[src/logic/npg_pkg.sv]
// Shared constants for the nested interrupt priority gate.
// Assumes an 8-bit register port and one core clock domain.
package npg_pkg;

  localparam int unsigned ADDR_W       = 8;
  localparam int unsigned DATA_W       = 8;
  localparam int unsigned LVL_W        = 2;
  localparam int unsigned HIST_DEPTH   = 4;
  localparam int unsigned DEPTH_W      = 3;
  localparam int unsigned SRC_PER_REG  = 4;
  localparam int unsigned DEF_NUM_SRC  = 16;
  localparam int unsigned DEF_IDX_W    = 4;
  localparam int unsigned RST_SRC_N    = 8;
  localparam int unsigned RST_EN_N     = 4;

  // Register offsets.
  localparam logic [7:0] CSR_ADDR       = 8'h00;
  localparam logic [7:0] LVL_BASE_ADDR  = 8'h01;
  localparam logic [7:0] RST_EN_ADDR    = 8'h10;
  localparam logic [7:0] RST_CAUSE_ADDR = 8'h11;

  // Control and status register fields.
  localparam int unsigned CSR_MASK_LSB  = 0;
  localparam int unsigned CSR_POP_BIT   = 2;
  localparam int unsigned CSR_FULL_BIT  = 3;
  localparam int unsigned CSR_EMPTY_BIT = 4;
  localparam int unsigned CSR_EN_BIT    = 7;

  // Reset enable bits.
  localparam int unsigned RE_WDOG = 0;
  localparam int unsigned RE_LVD  = 1;
  localparam int unsigned RE_PIN  = 2;
  localparam int unsigned RE_CLK  = 3;

  // Reset cause bits.
  localparam int unsigned RC_WDOG = 0;
  localparam int unsigned RC_LVD  = 1;
  localparam int unsigned RC_PIN  = 2;
  localparam int unsigned RC_OPC  = 3;
  localparam int unsigned RC_ADR  = 4;
  localparam int unsigned RC_POR  = 5;
  localparam int unsigned RC_CLK  = 6;
  localparam int unsigned RC_DBG  = 7;

  // Reset values and fixed figures.
  localparam logic [1:0]  MASK_RST       = 2'h0;
  localparam logic [1:0]  LVL_RST        = 2'h0;
  localparam logic [1:0]  DEEP_STOP_MASK = 2'h0;
  localparam logic [3:0]  RST_EN_RST     = 4'h0;
  localparam logic [7:0]  CAUSE_RST      = 8'h00;
  localparam logic [2:0]  DEPTH_FULL     = 3'h4;
  localparam logic [2:0]  DEPTH_EMPTY    = 3'h0;
  localparam logic [15:0] RESET_VECTOR   = 16'hFFFE;

endpackage : npg_pkg

[src/logic/npg_reset_collect.sv]
// Collects the sources that share the reset vector into one request.
// Assumes all source events are synchronous one-cycle or level flags.
`timescale 1ns/1ps
module npg_reset_collect (
  input  wire logic                           core_clk,
  input  wire logic                           rst_n,
  input  wire logic [npg_pkg::RST_SRC_N-1:0]  src_evt,
  input  wire logic [npg_pkg::RST_EN_N-1:0]   rst_en,
  output logic                                reset_request,
  output logic [npg_pkg::RST_SRC_N-1:0]       reset_cause
);
  import npg_pkg::*;

  typedef struct packed {
    logic                 req;
    logic [RST_SRC_N-1:0] cause;
  } npg_rc_state_t;

  npg_rc_state_t        q;
  npg_rc_state_t        d;
  logic [RST_SRC_N-1:0] allow;
  logic [RST_SRC_N-1:0] hit;

  always_comb begin
    allow          = '1;
    allow[RC_WDOG] = rst_en[RE_WDOG];
    allow[RC_LVD]  = rst_en[RE_LVD];
    allow[RC_PIN]  = rst_en[RE_PIN];
    allow[RC_CLK]  = rst_en[RE_CLK];
    hit            = src_evt & allow;
    d              = q;
    d.req          = |hit;
    // The cause stays until the next request so software can read it.
    if (|hit) begin
      d.cause = hit;
    end
  end

  always_ff @(posedge core_clk) begin
    if (!rst_n) begin
      q.req   <= 1'b0;
      q.cause <= CAUSE_RST;
    end else begin
      q <= d;
    end
  end

  assign reset_request = q.req;
  assign reset_cause   = q.cause;

endmodule : npg_reset_collect

[src/logic/npg_gate.sv]
// Interrupt priority gate with mask history stack and register port.
// Assumes synchronous source requests and a one-cycle vector fetch strobe.
// Function
// - Up to four nested priority levels let higher requests interrupt handlers.
// - Each source has its own 2-bit programmable priority level.
// - Level 3 is most urgent, level 0 least urgent.
// - Software may read and write level fields at any time.
// - When enabled, each request compares its level with the 2-bit mask.
// - A source passes only when its level is at least the mask.
// - In deep stop the comparison uses mask zero.
// - When disabled, requests pass straight through ungated.
// - Lower-level requests are held off during a higher-level handler.
// - Requests at or above the serviced level may preempt.
// - Vector fetch loads the mask with the serviced source level.
// - The mask stays software-writable in main flow and handlers.
// - Each vector fetch saves the prior mask, four values deep.
// - Several sources share the single reset vector request.
// - Watchdog, low-voltage, pin and clock resets have enable bits.
// - The mask sits in the two low bits of the control register.
// - Saved masks shift into a four-entry pseudo stack.
// - Writing one to the pop bit restores the newest saved mask.
// - Full flag when last position written, empty when all popped.
`timescale 1ns/1ps
module npg_gate #(
  parameter int unsigned NUM_SRC = npg_pkg::DEF_NUM_SRC,
  parameter int unsigned IDX_W   = npg_pkg::DEF_IDX_W
) (
  input  wire logic                           core_clk,
  input  wire logic                           rst_n,
  input  wire logic [npg_pkg::ADDR_W-1:0]     reg_addr,
  input  wire logic [npg_pkg::DATA_W-1:0]     reg_wdata,
  input  wire logic                           reg_wr,
  input  wire logic                           reg_rd,
  output logic [npg_pkg::DATA_W-1:0]          reg_rdata,
  input  wire logic [NUM_SRC-1:0]             src_req,
  input  wire logic                           deep_stop_mode,
  input  wire logic                           vec_fetch,
  input  wire logic [IDX_W-1:0]               vec_src,
  output logic [NUM_SRC-1:0]                  gated_request_out,
  input  wire logic [npg_pkg::RST_SRC_N-1:0]  reset_evt,
  output logic                                reset_request,
  output logic [15:0]                         reset_vector
);
  import npg_pkg::*;

  localparam int unsigned NUM_LVL_REGS =
    (NUM_SRC + SRC_PER_REG - 1) / SRC_PER_REG;

  typedef struct packed {
    logic                           en;
    logic [LVL_W-1:0]               mask;
    logic [HIST_DEPTH-1:0][LVL_W-1:0] hist;
    logic [DEPTH_W-1:0]             depth;
    logic [NUM_SRC-1:0][LVL_W-1:0]  lvl;
    logic [RST_EN_N-1:0]            rst_en;
    logic [DATA_W-1:0]              rdata;
  } npg_gate_state_t;

  npg_gate_state_t       q;
  npg_gate_state_t       d;
  logic [RST_SRC_N-1:0]  cause;
  logic [LVL_W-1:0]      eff_mask;
  logic                  hist_full;
  logic                  hist_empty;
  logic                  in_lvl_rng;
  logic [ADDR_W-1:0]     lvl_idx;
  logic                  pop_req;

  assign hist_full  = (q.depth == DEPTH_FULL);
  assign hist_empty = (q.depth == DEPTH_EMPTY);

  always_comb begin
    in_lvl_rng = (reg_addr >= LVL_BASE_ADDR) &&
                 (reg_addr < LVL_BASE_ADDR + ADDR_W'(NUM_LVL_REGS));
    lvl_idx    = reg_addr - LVL_BASE_ADDR;
  end

  // Priority comparison and pass-through.
  always_comb begin
    eff_mask = deep_stop_mode ? DEEP_STOP_MASK : q.mask;
    for (int i = 0; i < NUM_SRC; i++) begin
      if (q.en) begin
        // Unsigned compare: 3 beats 0, equal level is allowed through.
        gated_request_out[i] = src_req[i] &&
                               (q.lvl[i] >= eff_mask);
      end else begin
        gated_request_out[i] = src_req[i];
      end
    end
  end

  always_comb begin
    d       = q;
    d.rdata = '0;
    pop_req = 1'b0;

    // Register reads, answered in the following cycle.
    if (reg_rd) begin
      if (reg_addr == CSR_ADDR) begin
        d.rdata[CSR_MASK_LSB +: LVL_W] = q.mask;
        d.rdata[CSR_FULL_BIT]          = hist_full;
        d.rdata[CSR_EMPTY_BIT]         = hist_empty;
        d.rdata[CSR_EN_BIT]            = q.en;
      end else if (in_lvl_rng) begin
        for (int k = 0; k < SRC_PER_REG; k++) begin
          if (int'(lvl_idx) * SRC_PER_REG + k < NUM_SRC) begin
            d.rdata[k*LVL_W +: LVL_W] =
              q.lvl[int'(lvl_idx) * SRC_PER_REG + k];
          end
        end
      end else if (reg_addr == RST_EN_ADDR) begin
        d.rdata[RST_EN_N-1:0] = q.rst_en;
      end else if (reg_addr == RST_CAUSE_ADDR) begin
        d.rdata = cause;
      end
    end

    // Register writes.
    if (reg_wr) begin
      if (reg_addr == CSR_ADDR) begin
        d.en = reg_wdata[CSR_EN_BIT];
        if (reg_wdata[CSR_POP_BIT]) begin
          pop_req = 1'b1;
        end else begin
          d.mask = reg_wdata[CSR_MASK_LSB +: LVL_W];
        end
      end else if (in_lvl_rng) begin
        for (int k = 0; k < SRC_PER_REG; k++) begin
          if (int'(lvl_idx) * SRC_PER_REG + k < NUM_SRC) begin
            d.lvl[int'(lvl_idx) * SRC_PER_REG + k] =
              reg_wdata[k*LVL_W +: LVL_W];
          end
        end
      end else if (reg_addr == RST_EN_ADDR) begin
        d.rst_en = reg_wdata[RST_EN_N-1:0];
      end
    end

    // A pop with nothing stored is ignored so the mask is not corrupted.
    if (pop_req && !hist_empty) begin
      d.mask  = q.hist[0];
      d.hist  = {LVL_RST, q.hist[HIST_DEPTH-1:1]};
      d.depth = q.depth - DEPTH_W'(1);
    end

    // Vector fetch takes precedence over a same-cycle software mask write or pop.
    if (vec_fetch && (int'(vec_src) < NUM_SRC)) begin
      d.mask = q.lvl[vec_src];
      d.hist = {q.hist[HIST_DEPTH-2:0], q.mask};
      // Past four levels the oldest saved mask is lost; full stays set.
      // A same-cycle pop must not lower the depth that the push keeps.
      if (!hist_full) begin
        d.depth = q.depth + DEPTH_W'(1);
      end else begin
        d.depth = q.depth;
      end
    end
  end

  always_ff @(posedge core_clk) begin
    if (!rst_n) begin
      q.en     <= 1'b0;
      q.mask   <= MASK_RST;
      q.hist   <= '0;
      q.depth  <= DEPTH_EMPTY;
      q.lvl    <= '0;
      q.rst_en <= RST_EN_RST;
      q.rdata  <= '0;
    end else begin
      q <= d;
    end
  end

  npg_reset_collect u_reset_collect (
    .core_clk      (core_clk),
    .rst_n         (rst_n),
    .src_evt       (reset_evt),
    .rst_en        (q.rst_en),
    .reset_request (reset_request),
    .reset_cause   (cause)
  );

  assign reg_rdata    = q.rdata;
  assign reset_vector = RESET_VECTOR;

endmodule : npg_gate

[config.mk]
export PLATFORM = sky130hd
export DESIGN_NAME = npg_gate
export DESIGN_NICKNAME = d
export VERILOG_FILES = /design/src/logic/npg_pkg.sv /design/src/logic/npg_reset_collect.sv /design/src/logic/npg_gate.sv
export SDC_FILE = /design/constraint.sdc
export NUM_CORES = 1
export LEC_CHECK = 0
export BUFFER_PORTS_ARGS = -buffer_cell sky130_fd_sc_hd__buf_2
export CORE_AREA = 2 2 126 128
export CTS_CLUSTER_DIAMETER = 40
export DETAILED_ROUTE_END_ITERATION = 7
export DIE_AREA = 0 0 128 130
export GPL_TIMING_DRIVEN = 0
export PLACE_DENSITY = 0.56
export SETUP_SLACK_MARGIN = 0.4
export SLEW_MARGIN = 20
export SYNTH_ARGS = -nofsm -noshare
export SYNTH_HDL_FRONTEND = slang
export SYNTH_SLANG_ARGS = --single-unit
[constraint.sdc]
create_clock -name core_clk -period 2.7 [get_ports core_clk]
set_input_delay 0.81 -clock core_clk [delete_from_list [all_inputs] [get_ports core_clk]]
set_output_delay 0.81 -clock core_clk [all_outputs]
set_load 0.01 [all_outputs]
After elaboration in Yosys (flattened, before gate mapping)
Index checks and enable logic that the tools add are counted.
Word-level totals
  flip-flop bits (word level): 67
  bits of input ports: 50
  output and inout bits: 41
Cells by class
  add/sub/neg operators: 6
  magnitude comparators: 31
  equality and inequality tests: 5
  multiplexer cells: 72
  bitwise logic cells: 5
  reduce and logical (&&, ||, !) cells: 36
Operator list (number)
  $mux 32: 13
  $bwmux 32: 4
  $lt 32x5->1 const B: 3
  $mux 2: 19
  $ge 11x1->1 const B: 3
  $lt 11x5->1 const B: 3
  $bmux 2 s4: 4
  $ge 2x2->1: 16
  $mux 13: 2
  $demux 2 s4: 3
  $add 10x2->11 const B: 2
  $logic_and 1x1->1: 22
  $lt 10x5->1 const B: 2
  $mux 1: 20
  $eq 8x5->1 const B: 2
  $mux 8: 2
  $add 10x1->11 const B: 1
  $ge 10x1->1 const B: 1
  $and 8x8->8: 1
  $ge 8x1->1 const B: 1
  $logic_not 8->1: 1
  $lt 8x3->1 const B: 1
  $mux 4: 2
  $reduce_or 8->1: 1
  19 further kinds: 26

Longest topological paths before layout
  depth after elaboration: 22
  gate-level depth with buffers: 10

Modules after synthesis
From an unflattened synthesis, not the netlist that was laid out.
Unflattened totals
  cell total of the unflattened synthesis: 507
  area, all modules: 4449.3 sq um
Modules (own cells, without submodules)
  npg_gate: times used 1, cells each 473, area each 4092.7 sq um, sequential area each 1161.1 sq um
  npg_reset_collect: times used 1, cells each 34, area each 356.6 sq um, sequential area each 180.2 sq um

Least setup slack after synthesis
Ideal clock, no wire load.
  kind: input to output
  start point: input port deep_stop_mode
  end point: output port gated_request_out[0]
  arrival: 2.091 ns
  path slack: -0.201 ns
  stages on the path: 4
  path buffers: 0
  cells stage by stage: nor2b_1 -> ha_1 -> o21ai_0 -> a31oi_1
On the way
  longest elaborated chain between the ends: 4
RTL lines
  start, declared: line npg_gate.sv:36  | input wire logic deep_stop_mode,
  $mux 2: line npg_gate.sv:80  | eff_mask = deep_stop_mode ? DEEP_STOP_MASK : q.mask;
  $ge 2x2->1: line npg_gate.sv:85  | (q.lvl[i] >= eff_mask);
  $logic_and 1x1->1: line npg_gate.sv:84  | gated_request_out[i] = src_req[i] &&
  $mux 1: line npg_gate.sv:82  | if (q.en) begin
  end, declared: line npg_gate.sv:39  | output logic [NUM_SRC-1:0] gated_request_out,
Every way passes these cells.

Worst setup path after layout
  start point: input port deep_stop_mode
  end point: output port gated_request_out[1]
Same word-level chain as after synthesis.

==> out/summary.md <==
• result of the run: finished, final reports clean
• power density normalized to cell area: 439 nW/um2
• Core Footprint: 15400 um2
• clock edge transition at the registers on the reported setup and hold paths: 0.06 ns
• Vias per Instance: 4.88
• Die ar.: 16600 um2
• summed negative setup slack over all endpoints: 0 ns
• time the final worst path needs with I/O delays and setup: 2.68 ns
• area of the mapped netlist: 4480 um2
• area share of the largest cell type after synthesis: 30.0%
• count of cells along the worst register-to-register path: 8
• Switching Fraction: 27.7%
• Post-synth EDFFs: 0
• Tot Pwr: 2.45 mW
• via count of the first global-routing pass: 3798
• GRT Residual Overflow: 0
• pin count of the biggest net entering global routing: 17
• DRC violation count after routing: 0
• H-Tree Level Count: 3
• setup repair after global routing missed its margin: yes
• final-report setup violation count: 0
• most area-consuming cells after synthesis: sky130_fd_sc_hd__dfxtp_1, sky130_fd_sc_hd__ha_1, sky130_fd_sc_hd__mux2i_1, sky130_fd_sc_hd__inv_1, sky130_fd_sc_hd__mux4_2
• share of final-layout standard cells stronger than drive strength 1: 25.5%
• clock network power share: 44.7%
• power dissipated by switching net loads: 0.679 mW
• TritonCTS clock tree: done
• overall via count from detail_route: 3963
• Setup CP Type: in2out
• Antenna diodes: 0
• max cap viols: 0
• sequential cell area fraction in the yosys report: 30.0%
• fraction of the cycle the final worst path needs: 99.2%
• number of antenna violations at the first check in global routing: 1
• synthesized instance count: 515
• area grow syn2layout: 24.8%
• Initial DRT Pass Iterations: 5
• maximum resistive drop on vdd: 0.000336 V
• total wirelength of the detailed-routed design: 13.1 mm
• Worst Path Arrival: 1.87 ns
• CTS Buffer Depth: 2
• clk sink count: 67
• antenna viol nets, final: 0
• quantity of I/O buffers inserted on ports: 69
• cell chosen for the clock root: sky130_fd_sc_hd__clkbuf_16
• first-pass GRT wire length: 20.5 mm
• Die W: 128 um
• number of hold buffers added after cts: 0
• Setup crit end kind: primary output
• effective utilization at floorplan: 29.0%
• peak clock frequency supported by timing: 373 MHz
• combinational fraction of design power: 13.7%
• Reg power frac: 41.5%
• count of cell types in the netlist: 51
• iteration-0 DRC count of the detailed router: 262
• Std-Cell Rows: 46
• top_reg_cell synth: sky130_fd_sc_hd__dfxtp_1
• cell count of the worst hold path: 2
• cell with the most instances after synthesis: sky130_fd_sc_hd__inv_1
• worst slew pin tran: 0.635 ns
• LEAKAGE: 2.47 nW
• number of slew-limit violations in the final report: 0
• crit-path cells: buf_8 -> nand2b_4 -> ha_1 -> o21ai_1 -> a31oi_1 -> buf_2
• worst endpoint required time: 1.89 ns
• Detailed Place HPWL: 10.1 mm
• final weighted congestion of routability-driven global placement: 0.892
• Final Hold Vio Count: 0
• cell with the largest stage delay on the worst path: sky130_fd_sc_hd__ha_1
• final net count: 705
• clk_skew: 0.00951 ns
• Largest stage delay, worst path: 0.32 ns
• number of top-level pins: 91
• yosys synthesis warning count: 0
• nature of the critical path startpoint: primary input
• Synth async-reset ratio: 0%
• FF+latch count, synth: 67
• die boundary height: 130 um
• slew margin rel.: 57.7%
• number of buffers created by CTS: 9
• Syn Area/Cell: 8.69 um2
• Skew-Pair Late Insertion Delay: 0.34 ns
• cell internal power dissipation: 1.78 mW
• post-synthesis cell type with the largest combined area: sky130_fd_sc_hd__dfxtp_1
• routed wirelength normalized by instance count: 16.2 um
• total track usage: 16.2%
• end-of-flow core utilization: 36.2%
• ranking of synthesized cells by instance count: sky130_fd_sc_hd__inv_1, sky130_fd_sc_hd__dfxtp_1, sky130_fd_sc_hd__nand2_1
• class of the most critical hold timing path: reg2reg
• largest fanout on the critical path: 8
[cells by family (layout without fill, tap and decap cells)]
kind of cell	Yosys count	count (layout)	share of synthesized area, %
buffers and inverters	119	209	12.2
adder cells (fa/ha/maj)	40	40	11.2
XOR/XNOR	1	1	0.196
flip-flops	67	67	30.0
multiplexers	60	60	16.5
AO/OA/AOI/OAI	97	97	13.7
other	2	16	0.168
AND/OR/NAND/NOR	129	130	16.0
[worst paths after layout]
path	from	to	slack (ns)
worst max-delay path	deep_stop_mode	gated_request_out[1]	0.02
worst min-delay path	u_reset_collect.reset_cause[0]	u_reset_collect.reset_cause[0]	0.48
worst max register to register	q[44]	q[44]	0.93
worst min register to register	u_reset_collect.reset_cause[0]	u_reset_collect.reset_cause[0]	0.48
[area by class of cell]
class	instances	area, um2
Clock inverter	7	53.8
Timing Repair Buffer	74	403
Multi-Input combinational cell	344	2740
Tap cell	192	240
Inverter	70	265
Sequential cell	67	1340
Clock buffer	9	225
Fill cell	1609	9840
Buffer	49	320
[flip-flops by register name, summed over array words and instances (netlist names)]
name / flops
q: 50
reg_rdata: 8
u_reset_collect.reset_cause: 8
u_reset_collect.reset_request: 1
[routing by layer]
| layer | routed length [um] | up-vias | share of wire (%) | track usage [%] |
|---|---|---|---|---|
| met3 | 607 | 36 | 4.6 | 3.28 |
| met1 | 5640 | 1853 | 43 | 19.5 |
| met2 | 6380 | 125 | 49 | 28.1 |
| met5 | 13 | - | 0.099 | 0 |
| met4 | 483 | 2 | 3.7 | 7.37 |
| li1 | - | 1947 | - | - |
[repair_timing]
item | CTS | global route
pin swaps | 2 | 2
gates resized for setup | 9 | 10
buffers inserted | 2 | 2
gates cloned | 2 | 0
endpoints found under the setup margin | 20 | 50
[stage by stage]
stage / hold slack, ns / cells / worst slack [ns] / area [um2]
6_report: 0.478 / 812 / 0.0221 / 5590
2_1_floorplan: 0.444 / 529 / 0.263 / 4580
3_5_place_dp: 0.474 / 790 / -0.199 / 5170
4_1_cts: 0.482 / 810 / 0.0193 / 5530
3_3_place_gp: 0.466 / 790 / -0.193 / 5170
5_1_grt: 0.520 / 812 / -0.0528 / 5590
[cell usage in the layout (no fill, tap or decap), types with 4 or more instances in the layout]
cell / n
sky130_fd_sc_hd__mux4_2: 11
sky130_fd_sc_hd__a211oi_1: 4
sky130_fd_sc_hd__mux2i_1: 48
sky130_fd_sc_hd__a21oi_1: 16
sky130_fd_sc_hd__a22oi_1: 9
sky130_fd_sc_hd__nor3_1: 7
sky130_fd_sc_hd__buf_4: 28
sky130_fd_sc_hd__clkbuf_16: 9
sky130_fd_sc_hd__nand2b_1: 5
sky130_fd_sc_hd__buf_2: 73
sky130_fd_sc_hd__inv_1: 69
sky130_fd_sc_hd__o21ai_0: 7
sky130_fd_sc_hd__conb_1: 16
sky130_fd_sc_hd__nand2_1: 52
sky130_fd_sc_hd__clkbuf_1: 15
sky130_fd_sc_hd__nor2_1: 10
sky130_fd_sc_hd__a31oi_1: 19
sky130_fd_sc_hd__nor2b_1: 27
sky130_fd_sc_hd__dfxtp_1: 67
sky130_fd_sc_hd__o21ai_1: 15
sky130_fd_sc_hd__ha_1: 37
[critical path: cells and delay by family]
family,cells,cell delay [ns]
adders and majority gates,1,0.32
buffers and inverters,2,0.27
AOI/OAI and AO/OA,2,0.24
and+or+nand+nor,1,0.22
[power groups by stage]
stage | Sequential (mW) | Combinational [mW] | Clock (mW)
2_1_floorplan | 1.04 | 0.209 | 0
3_3_place_gp | 1.04 | 0.312 | 0
3_5_place_dp | 1.04 | 0.319 | 0
4_1_cts | 1.02 | 0.330 | 1.11
5_1_grt | 1.02 | 0.375 | 1.16
6_report | 1.02 | 0.337 | 1.10
Power figures use the tool's default switching activity.
